$ cat config.mk
export PLATFORM = sky130hd
export DESIGN_NAME = tsq_sequencer
export DESIGN_NICKNAME = d
export VERILOG_FILES = /design/src/tsq_pkg.sv /design/src/tsq_byte_if.sv /design/src/tsq_sequencer.sv /design/src/tsq_serializer.sv /design/src/tsq_reset_gen.sv
export VERILOG_INCLUDE_DIRS = /design/src
export SDC_FILE = /design/constraint.sdc
export NUM_CORES = 1
export LEC_CHECK = 0
export ABC_AREA = 1
export BUFFER_PORTS_ARGS = -buffer_cell sky130_fd_sc_hd__clkbuf_2
export CAP_MARGIN = 0
export CORE_MARGIN = 4
export CORE_UTILIZATION = 55
export CTS_CLUSTER_SIZE = 14
export DETAILED_ROUTE_END_ITERATION = 10
export PLACE_DENSITY_LB_ADDON = 0.2
export REMOVE_ABC_BUFFERS = 1
export SLEW_MARGIN = 20
export SYNTH_ARGS = -nofsm -noshare
export SYNTH_HDL_FRONTEND = slang
export SYNTH_SLANG_ARGS = --single-unit
$ cat constraint.sdc
create_clock -name pclk -period 2.6 [get_ports pclk]
set_input_delay 0.13 -clock pclk [delete_from_list [all_inputs] [get_ports pclk]]
set_output_delay 0.13 -clock pclk [all_outputs]
set_load 0.005 [all_outputs]
$ cat src/tsq_regs.svh
`ifndef TSQ_REGS_SVH
`define TSQ_REGS_SVH

// Register byte offsets (APB, one word each)
`define TSQ_OFF_CTRL 12'h000
`define TSQ_OFF_SYNC 12'h004
`define TSQ_OFF_PKTLEN 12'h008
`define TSQ_OFF_THRESH 12'h00C
`define TSQ_OFF_STATUS 12'h010
`define TSQ_OFF_IRQ_STAT 12'h014
`define TSQ_OFF_IRQ_MASK 12'h018
`define TSQ_OFF_FIFO 12'h01C

// Control register fields
`define TSQ_CTRL_TXON 0
`define TSQ_CTRL_AUTOTX 1
`define TSQ_CTRL_SWRST 2
`define TSQ_CTRL_SYNCLEN_LO 4
`define TSQ_CTRL_SYNCLEN_HI 5

// Interrupt bits
`define TSQ_IRQ_PKSENT 0
`define TSQ_IRQ_ALMOST_EMPTY 1

// Reset values and almost-empty level
`define TSQ_SYNC_RST 32'h2DD4_0000
`define TSQ_PKTLEN_RST 8'h04
`define TSQ_THRESH_RST 8'h37
`define TSQ_AEMPTY_LVL 8'h04

// Timing: pulse lengths in microseconds and milliseconds, clock in MHz
`define TSQ_CLK_MHZ 100
`define TSQ_SWRST_MIN_US 50
`define TSQ_SWRST_MAX_US 470
`define TSQ_GLITCH_TYP_MS 15
`define TSQ_SWRST_CYCLES (`TSQ_SWRST_MIN_US * `TSQ_CLK_MHZ)
`define TSQ_GLITCH_CYCLES (`TSQ_GLITCH_TYP_MS * 1000 * `TSQ_CLK_MHZ)

`endif

$ cat src/tsq_pkg.sv
package tsq_pkg;
  typedef enum logic [3:0] {
    TSQ_IDLE = 4'b0001,
    TSQ_SYNC = 4'b0010,
    TSQ_DATA = 4'b0100,
    TSQ_DONE = 4'b1000
  } tsq_state_e;
  typedef logic [7:0] tsq_byte_t;
endpackage : tsq_pkg

$ cat src/tsq_byte_if.sv
`timescale 1ns/1ns
`default_nettype none
interface tsq_byte_if;
  logic load;
  tsq_pkg::tsq_byte_t data;
  logic busy;
  logic bit_out;
  logic bit_valid;
  modport src (output load, output data, input busy);
  modport ser (input load, input data, output busy, output bit_out, output bit_valid);
endinterface : tsq_byte_if
`default_nettype wire

$ cat src/tsq_sequencer.sv
// Operation
// - Sync word length selectable from one to four bytes by two-bit field
// - Sync order: byte 3, then 2, 1, 0 as length allows
// - Transmit-on without FIFO reload resends last packet
// - Replay only for packets held wholly in the FIFO
// - Auto-transmit option starts sending based on FIFO fill
// - Auto-transmit enters transmit once fill exceeds almost-full threshold and no interrupt status bit is set
// - Auto-transmit frames packets with configured packet length
// - Software reset holds internal reset for 50 to 470 us
// - Shutdown exit and power-up hold reset 5 to 40 ms
// - Any reset returns all registers to defaults
// - Reset driven on gpio0, inverted reset on gpio1
`include "tsq_regs.svh"
`timescale 1ns/1ns
`default_nettype none
module tsq_sequencer #(
  parameter int DEPTH = 64,
  parameter int AW = 6,
  parameter int SW_CYCLES = `TSQ_SWRST_CYCLES,
  parameter int GLITCH_CYCLES = `TSQ_GLITCH_CYCLES
) (
  input wire logic pclk,
  input wire logic presetn,
  input wire logic psel,
  input wire logic penable,
  input wire logic pwrite,
  input wire logic [11:0] paddr,
  input wire logic [31:0] pwdata,
  output logic [31:0] prdata,
  output logic pready,
  output logic pslverr,
  input wire logic shutdown_pin,
  output logic tx_bit,
  output logic tx_bit_valid,
  output logic tx_active,
  output logic gpio0,
  output logic gpio1,
  output logic irq
);
  logic [2:0] shdn_sync_reg;
  logic shdn_reg;
  logic shut_rise;
  logic rst_active;
  logic sw_req;
  logic srst;
  logic [7:0] ctrl_reg;
  logic [31:0] sync_reg;
  logic [7:0] pktlen_reg;
  logic [7:0] thresh_reg;
  logic [1:0] irq_stat_reg;
  logic [1:0] irq_mask_reg;
  logic [7:0] mem_reg [DEPTH];
  logic [AW:0] wcnt_reg;
  logic [AW:0] rptr_reg;
  logic reloaded_reg;
  logic overflow_reg;
  tsq_pkg::tsq_state_e state_reg;
  logic [1:0] sidx_reg;
  logic [7:0] dcnt_reg;
  logic acc;
  logic wr;
  logic rd;
  logic fifo_wr;
  logic start;
  logic done_pulse;
  logic aempty_set;
  logic [AW:0] remain;
  tsq_byte_if bif ();

  // Shutdown pin: three stages, change taken when stages two and three agree
  always_ff @(posedge pclk or negedge presetn) begin
    if (!presetn) begin
      shdn_sync_reg <= 3'b000;
      shdn_reg <= 1'b0;
    end else begin
      shdn_sync_reg <= {shdn_sync_reg[1:0], shutdown_pin};
      if (shdn_sync_reg[1] == shdn_sync_reg[2]) begin
        shdn_reg <= shdn_sync_reg[2];
      end
    end
  end
  // One-cycle pulse as the filtered pin leaves shutdown
  assign shut_rise = shdn_reg && shdn_sync_reg[1] == shdn_sync_reg[2] && !shdn_sync_reg[2];

  assign acc = psel && penable;
  assign wr = acc && pwrite;
  assign rd = acc && !pwrite;
  assign sw_req = wr && paddr == `TSQ_OFF_CTRL && pwdata[`TSQ_CTRL_SWRST];
  assign srst = rst_active;

  tsq_reset_gen #(.SW_CYCLES(SW_CYCLES), .GLITCH_CYCLES(GLITCH_CYCLES)) u_rst (
    .pclk(pclk),
    .presetn(presetn),
    .sw_req(sw_req),
    .shut_rise(shut_rise),
    .rst_active(rst_active)
  );

  tsq_serializer u_ser (
    .pclk(pclk),
    .presetn(presetn),
    .bif(bif)
  );

  // Configuration registers, returned to defaults while internal reset holds
  always_ff @(posedge pclk or negedge presetn) begin
    if (!presetn) begin
      ctrl_reg <= 8'h00;
      sync_reg <= `TSQ_SYNC_RST;
      pktlen_reg <= `TSQ_PKTLEN_RST;
      thresh_reg <= `TSQ_THRESH_RST;
      irq_mask_reg <= 2'b00;
    end else if (srst) begin
      ctrl_reg <= 8'h00;
      sync_reg <= `TSQ_SYNC_RST;
      pktlen_reg <= `TSQ_PKTLEN_RST;
      thresh_reg <= `TSQ_THRESH_RST;
      irq_mask_reg <= 2'b00;
    end else begin
      if (done_pulse) begin
        ctrl_reg[`TSQ_CTRL_TXON] <= 1'b0;
      end
      if (wr) begin
        case (paddr)
          `TSQ_OFF_CTRL: ctrl_reg <= {pwdata[7:3], 1'b0, pwdata[1:0]};
          `TSQ_OFF_SYNC: sync_reg <= pwdata;
          `TSQ_OFF_PKTLEN: pktlen_reg <= pwdata[7:0];
          `TSQ_OFF_THRESH: thresh_reg <= pwdata[7:0];
          `TSQ_OFF_IRQ_MASK: irq_mask_reg <= pwdata[1:0];
          default: ;
        endcase
      end
    end
  end

  assign fifo_wr = wr && paddr == `TSQ_OFF_FIFO && state_reg == tsq_pkg::TSQ_IDLE;

  // FIFO write side; a load after a finished packet starts a new packet
  always_ff @(posedge pclk or negedge presetn) begin
    if (!presetn) begin
      wcnt_reg <= '0;
      reloaded_reg <= 1'b0;
      overflow_reg <= 1'b0;
    end else if (srst) begin
      wcnt_reg <= '0;
      reloaded_reg <= 1'b0;
      overflow_reg <= 1'b0;
    end else if (fifo_wr) begin
      if (!reloaded_reg) begin
        wcnt_reg <= (AW+1)'(1);
        overflow_reg <= 1'b0;
      end else if (wcnt_reg == (AW+1)'(DEPTH)) begin
        overflow_reg <= 1'b1;
      end else begin
        wcnt_reg <= wcnt_reg + (AW+1)'(1);
      end
      reloaded_reg <= 1'b1;
    end else if (done_pulse) begin
      reloaded_reg <= 1'b0;
    end
  end

  genvar gi;
  generate
    for (gi = 0; gi < DEPTH; gi++) begin : g_mem
      always_ff @(posedge pclk or negedge presetn) begin
        if (!presetn) begin
          mem_reg[gi] <= 8'h00;
        end else if (fifo_wr && (reloaded_reg ? wcnt_reg == (AW+1)'(gi) : gi == 0)) begin
          mem_reg[gi] <= pwdata[7:0];
        end
      end
    end
  endgenerate

  // Start: txon replays held packet; autotx when fill passes threshold with no interrupt status pending
  assign start = state_reg == tsq_pkg::TSQ_IDLE && !srst && wcnt_reg != '0 && !overflow_reg
    && ((ctrl_reg[`TSQ_CTRL_TXON])
    || (ctrl_reg[`TSQ_CTRL_AUTOTX] && irq_stat_reg == 2'b00
        && 8'(wcnt_reg) > thresh_reg));

  assign bif.load = !bif.busy && (state_reg == tsq_pkg::TSQ_SYNC
    || (state_reg == tsq_pkg::TSQ_DATA && dcnt_reg != 8'h00));
  assign bif.data = state_reg == tsq_pkg::TSQ_SYNC ? sync_reg[{sidx_reg, 3'b000} +: 8]
    : mem_reg[rptr_reg[AW-1:0]];
  assign done_pulse = state_reg == tsq_pkg::TSQ_DONE;
  assign remain = wcnt_reg - rptr_reg;
  assign aempty_set = state_reg == tsq_pkg::TSQ_DATA && bif.load
    && remain == (AW+1)'(`TSQ_AEMPTY_LVL);

  // Frame sequencer: sync bytes 3 down to 3-len, then packet bytes
  always_ff @(posedge pclk or negedge presetn) begin
    if (!presetn) begin
      state_reg <= tsq_pkg::TSQ_IDLE;
      sidx_reg <= 2'd3;
      dcnt_reg <= 8'h00;
      rptr_reg <= '0;
    end else if (srst) begin
      state_reg <= tsq_pkg::TSQ_IDLE;
      sidx_reg <= 2'd3;
      dcnt_reg <= 8'h00;
      rptr_reg <= '0;
    end else begin
      case (state_reg)
        tsq_pkg::TSQ_IDLE: begin
          if (start) begin
            state_reg <= tsq_pkg::TSQ_SYNC;
            sidx_reg <= 2'd3;
            rptr_reg <= '0;
            // Packet length from the configured setting, capped by held bytes
            dcnt_reg <= (pktlen_reg < 8'(wcnt_reg)) ? pktlen_reg : 8'(wcnt_reg);
          end
        end
        tsq_pkg::TSQ_SYNC: begin
          if (bif.load) begin
            if (sidx_reg == 2'd3 - ctrl_reg[`TSQ_CTRL_SYNCLEN_HI:`TSQ_CTRL_SYNCLEN_LO]) begin
              state_reg <= tsq_pkg::TSQ_DATA;
            end else begin
              sidx_reg <= sidx_reg - 2'd1;
            end
          end
        end
        tsq_pkg::TSQ_DATA: begin
          if (bif.load) begin
            dcnt_reg <= dcnt_reg - 8'h01;
            rptr_reg <= rptr_reg + (AW+1)'(1);
          end else if (dcnt_reg == 8'h00 && !bif.busy) begin
            state_reg <= tsq_pkg::TSQ_DONE;
          end
        end
        tsq_pkg::TSQ_DONE: state_reg <= tsq_pkg::TSQ_IDLE;
        default: state_reg <= tsq_pkg::TSQ_IDLE;
      endcase
    end
  end

  // Sticky interrupts: set wins over write-one clear and over read clear
  always_ff @(posedge pclk or negedge presetn) begin
    if (!presetn) begin
      irq_stat_reg <= 2'b00;
    end else if (srst) begin
      irq_stat_reg <= 2'b00;
    end else begin
      for (int i = 0; i < 2; i++) begin
        if ((i == `TSQ_IRQ_PKSENT && done_pulse) || (i == `TSQ_IRQ_ALMOST_EMPTY && aempty_set)) begin
          irq_stat_reg[i] <= 1'b1;
        end else if ((wr && paddr == `TSQ_OFF_IRQ_STAT && pwdata[i])
            || (rd && paddr == `TSQ_OFF_IRQ_STAT)) begin
          irq_stat_reg[i] <= 1'b0;
        end
      end
    end
  end

  // APB read data and registered outputs
  always_ff @(posedge pclk or negedge presetn) begin
    if (!presetn) begin
      prdata <= 32'h0000_0000;
      pready <= 1'b0;
      pslverr <= 1'b0;
    end else begin
      pready <= psel && !penable;
      pslverr <= 1'b0;
      prdata <= 32'h0000_0000;
      if (psel && !penable) begin
        case (paddr)
          `TSQ_OFF_CTRL: prdata <= {24'h00_0000, ctrl_reg};
          `TSQ_OFF_SYNC: prdata <= sync_reg;
          `TSQ_OFF_PKTLEN: prdata <= {24'h00_0000, pktlen_reg};
          `TSQ_OFF_THRESH: prdata <= {24'h00_0000, thresh_reg};
          `TSQ_OFF_STATUS: prdata <= {16'h0000, 3'b000, overflow_reg, 4'(state_reg),
            8'(wcnt_reg)};
          `TSQ_OFF_IRQ_STAT: prdata <= {30'h0000_0000, irq_stat_reg};
          `TSQ_OFF_IRQ_MASK: prdata <= {30'h0000_0000, irq_mask_reg};
          `TSQ_OFF_FIFO: ;
          default: pslverr <= 1'b1;
        endcase
      end
    end
  end

  always_ff @(posedge pclk or negedge presetn) begin
    if (!presetn) begin
      tx_bit <= 1'b0;
      tx_bit_valid <= 1'b0;
      tx_active <= 1'b0;
      gpio0 <= 1'b1;
      gpio1 <= 1'b0;
      irq <= 1'b0;
    end else begin
      tx_bit <= bif.bit_out;
      tx_bit_valid <= bif.bit_valid;
      tx_active <= state_reg != tsq_pkg::TSQ_IDLE;
      gpio0 <= rst_active;
      gpio1 <= !rst_active;
      irq <= |(irq_stat_reg & irq_mask_reg);
    end
  end

  a_sync_first_byte: assert property (@(posedge pclk) disable iff (!presetn)
    (state_reg == tsq_pkg::TSQ_IDLE && start) |=> sidx_reg == 2'd3)
    else $error("sync does not start at byte 3");
  a_swrst_pulse: assert property (@(posedge pclk) disable iff (!presetn)
    sw_req |=> rst_active [*8])
    else $error("software reset pulse too short");
  a_reset_pins: assert property (@(posedge pclk) disable iff (!presetn)
    gpio0 == $past(rst_active) && gpio1 == !$past(rst_active))
    else $error("gpio reset pins do not follow internal reset");
  a_no_overflow_tx: assert property (@(posedge pclk) disable iff (!presetn)
    overflow_reg |-> state_reg == tsq_pkg::TSQ_IDLE && !tx_active)
    else $error("oversized packet replayed");
  a_autotx_start: assert property (@(posedge pclk) disable iff (!presetn)
    (state_reg == tsq_pkg::TSQ_IDLE && start) |=> state_reg == tsq_pkg::TSQ_SYNC)
    else $error("start did not enter sync");
  a_reset_defaults: assert property (@(posedge pclk) disable iff (!presetn)
    $fell(rst_active) |-> ctrl_reg == 8'h00 && pktlen_reg == `TSQ_PKTLEN_RST)
    else $error("registers not at defaults after reset");
  a_pkt_len: assert property (@(posedge pclk) disable iff (!presetn)
    (state_reg == tsq_pkg::TSQ_IDLE && start) |=> dcnt_reg <= pktlen_reg)
    else $error("packet longer than configured");
  a_replay_keeps: assert property (@(posedge pclk) disable iff (!presetn)
    done_pulse |=> wcnt_reg == $past(wcnt_reg))
    else $error("held packet lost after send");
endmodule : tsq_sequencer
`default_nettype wire

$ cat src/tsq_serializer.sv
`timescale 1ns/1ns
`default_nettype none
module tsq_serializer (
  input wire logic pclk,
  input wire logic presetn,
  tsq_byte_if.ser bif
);
  logic [7:0] sh_reg;
  logic [3:0] cnt_reg;

  // Shift out MSB first, one bit per clock
  always_ff @(posedge pclk or negedge presetn) begin
    if (!presetn) begin
      sh_reg <= 8'h00;
      cnt_reg <= 4'h0;
    end else if (bif.load && cnt_reg == 4'h0) begin
      sh_reg <= bif.data;
      cnt_reg <= 4'h8;
    end else if (cnt_reg != 4'h0) begin
      sh_reg <= {sh_reg[6:0], 1'b0};
      cnt_reg <= cnt_reg - 4'h1;
    end
  end

  assign bif.busy = (cnt_reg != 4'h0);
  assign bif.bit_out = sh_reg[7];
  assign bif.bit_valid = (cnt_reg != 4'h0);
endmodule : tsq_serializer
`default_nettype wire

$ cat src/tsq_reset_gen.sv
`timescale 1ns/1ns
`default_nettype none
module tsq_reset_gen #(
  parameter int SW_CYCLES = 5000,
  parameter int GLITCH_CYCLES = 1500000
) (
  input wire logic pclk,
  input wire logic presetn,
  input wire logic sw_req,
  input wire logic shut_rise,
  output logic rst_active
);
  logic [23:0] cnt_reg;

  // Power-up and shutdown exit use the long pulse, software the short one
  // A software request never cuts a longer pulse that is still running
  always_ff @(posedge pclk or negedge presetn) begin
    if (!presetn) begin
      cnt_reg <= 24'(GLITCH_CYCLES);
    end else if (shut_rise) begin
      cnt_reg <= 24'(GLITCH_CYCLES);
    end else if (sw_req && cnt_reg < 24'(SW_CYCLES)) begin
      cnt_reg <= 24'(SW_CYCLES);
    end else if (cnt_reg != 24'h00_0000) begin
      cnt_reg <= cnt_reg - 24'h00_0001;
    end
  end

  assign rst_active = (cnt_reg != 24'h00_0000);
endmodule : tsq_reset_gen
`default_nettype wire

==> impl_metrics.json <==
{
  "powerDensity_nw_per_um2": 606,
  "clock_path_buffers": 3,
  "worstSetupPathType": "reg -> reg",
  "ir_drop_v": 0.000555,
  "antenna_found_initial": 2,
  "outcome": "finished clean",
  "slowest_delay_ns": 0.53,
  "cp_top_family": "simple AND/OR/NAND/NOR gates",
  "grt.overflow.total": 0,
  "crit_path_max_fanout": 10,
  "final_cell_mix": "nand2_1 (942), dfrtp_1 (651), o21ai_1 (489)",
  "ioPinCount": 90,
  "stdcell_count": 4853,
  "whs_ns": 0.0130,
  "postSynth.asyncResetShare_pct": 100,
  "placed_area_um2": 34100,
  "die_h_um": 250,
  "wl_per_cell_um": 20.0,
  "core-area_um2": 57900,
  "grt_max_degree": 109,
  "grt_pass1_wl_mm": 155,
  "period_minus_slack_ns": 2.42,
  "power_mw": 22.4,
  "required_ns": 3.11,
  "rows": 88,
  "synth-edff-count": 0,
  "cp_num_buf_inv": 4,
  "rsz0062_at_grt": "no",
  "avgSynthCellArea_um2": 8.17,
  "die_w_um": 250,
  "initial_utilization_pct": 55.8,
  "cts_tree": "done",
  "ys_ff_latch": 681,
  "drt_iter0_markers": 3015,
  "grt_usage_pct": 30.8,
  "critPathSlowestCell": "dfrtp_1",
  "vias": 28600,
  "postLayoutCoreUtil_pct": 63.9,
  "leakage_nw": 16.9,
  "cts_buffers": 72,
  "clk_pin_slew_worst_paths_ns": 0.06,
  "hold_class": "in -> async",
  "finalInstanceArea_um2": 37000,
  "seq_area_frac_synth_pct": 52.9,
  "drc_errors": 0,
  "cts.htree.levels": 3,
  "final_hold_viol_count": 0,
  "slew_headroom_pct": 48.4,
  "finalCritPeriodShare_pct": 93.0,
  "layout-drive-gt1-share_pct": 11.2,
  "crit_chain": "inv_1, ha_1, nand2_1, inv_1, a31oi_1, nand2_1, nand2_4, nand2_4, inv_2, nand2_4, o21ai_0, inv_1",
  "cts_root_buf": "clkbuf_16",
  "die_area_um2": 62700,
  "syn-cell-area_um2": 32300,
  "place_congestion": 0.932,
  "vias_per_cell": 5.90,
  "drtPass1Iterations": 9,
  "area_growth_pct": 14.6,
  "ant_nets": 0,
  "skew_ns": 0.0307,
  "nets": 4112,
  "syn_inst": 3955,
  "synth_warnings": 0,
  "synth_cell_types": 53,
  "clkSinkCount": 681,
  "slew_viol_final": 0,
  "grt_pass1_vias": 27300,
  "tightest_slew_ns": 0.771,
  "crit_path_end_kind": "register",
  "numPortBuffers": 89,
  "arrival_ns": 2.93,
  "layout_commonest_cell": "nand2_1",
  "totalWireLength_mm": 97.0,
  "hpwlAfterDp_mm": 63.7,
  "synthFlopType": "dfrtp_1",
  "maxCapViolCount": 0,
  "dp.cells": 4685,
  "max_freq_mhz": 414,
  "insertion_delay_ns": 0.63,
  "setup_viol": 0,
  "cp-start-kind": "register",
  "largest_reg_flops": 512
}
power by group:
| part | internal (mW) | switching [mW] |
|---|---|---|
| clock network | 6.50 | 4.38 |
| logic | 0.232 | 0.588 |
| registers | 10.7 | 0.0459 |
| total | 17.4 | 5.01 |
worst register-to-register path: cells and delay by family, from the launching register on:
kind / cells / cell delay [ns]
AOI/OAI and AO/OA: 2 / 0.37
adders and majority gates: 1 / 0.32
buffers and inverters: 4 / 0.47
DFF: 1 / 0.53
and+or+nand+nor: 5 / 0.61
per-stage QoR:
stage / setup WS, ns / setup TNS, ns
6_report: 0.182 / 0
3_3_place_gp: 0.222 / 0
4_1_cts: 0.244 / 0
2_1_floorplan: -5.66 / -86.62
5_1_grt: 0.0447 / 0
3_5_place_dp: 0.256 / 0
final cells by class:
| type | instances | area, um^2 |
|---|---|---|
| multi-input cells | 2807 | 13300 |
| repair buffers | 275 | 2400 |
| diodes | 1 | 2.50 |
| clock inverters | 29 | 410 |
| fillers | 4989 | 20900 |
| flip-flops and latches | 681 | 17100 |
| inverters | 196 | 741 |
| well taps | 765 | 957 |
| clock buffers | 99 | 2080 |
per-layer routing:
| layer | global-route usage, % | share of wire, % |
|---|---|---|
| met5 | 0 | 0 |
| met4 | 11.3 | 3.8 |
| met3 | 5.39 | 8.1 |
| met2 | 47.3 | 45 |
| met1 | 44.5 | 43 |
kinds of logic (layout without fill, tap and decap cells):
family                     count (synthesis)  in the layout  synth area share (%)
and+or+nand+nor                         1653           1653                  21.2
AOI/OAI and AO/OA                       1110           1110                  18.5
DFF                                      681            681                  52.9
buffers and inverters                    467            599                  5.85
adders and majority gates                 29             29                  1.12
xor gates and xnor gates                  15             15                 0.407
other                                      0              1                     0
cells in the mapped netlist, types with 13 or more instances:
master | n | area share, %
nand2_1 | 942 | 11
dfrtp_1 | 653 | 51
o21ai_1 | 489 | 7.6
nor2_1 | 385 | 4.5
o21ai_0 | 324 | 5.0
inv_1 | 178 | 2.1
clkbuf_1 | 170 | 2.0
nand3_1 | 146 | 2.3
a21oi_1 | 85 | 1.3
buf_2 | 82 | 1.3
nor3_1 | 81 | 1.3
o22ai_1 | 78 | 1.5
o211ai_1 | 65 | 1.5
ha_1 | 29 | 1.1
dfstp_2 | 28 | 2.3
nand2_2 | 25 | 0.48
a31oi_1 | 21 | 0.41
nand4_1 | 21 | 0.41
o221ai_1 | 16 | 0.43
a211oi_1 | 14 | 0.33
nand3b_1 | 13 | 0.30
path summary, 6_finish.rpt:
check / startpoint / endpoint / slack [ns] / depth (start not counted)
worst max-delay path: wcnt_reg[1] / rptr_reg[0] / 0.18 / 12
worst min-delay path: presetn / mem_reg[91] / 0.01 / 2
worst max register to register: wcnt_reg[1] / rptr_reg[0] / 0.18 / 12
worst min register to register: shdn_sync_reg[0] / shdn_sync_reg[1] / 0.39 / 0
max in group asynchronous: presetn / mem_reg[147] / 1.69 / 4
min in group pclk: paddr[4] / irq_mask_reg[1] / 0.03 / 5
repair_timing:
action                                 4_1_cts  5_1_grt
buffers inserted                             0        1
gates resized for setup                      0        0
setup endpoints to repair                    0        2
endpoints found under the hold margin      471        0
hold buffers                                38        0
Power figures use the tool's default switching activity.
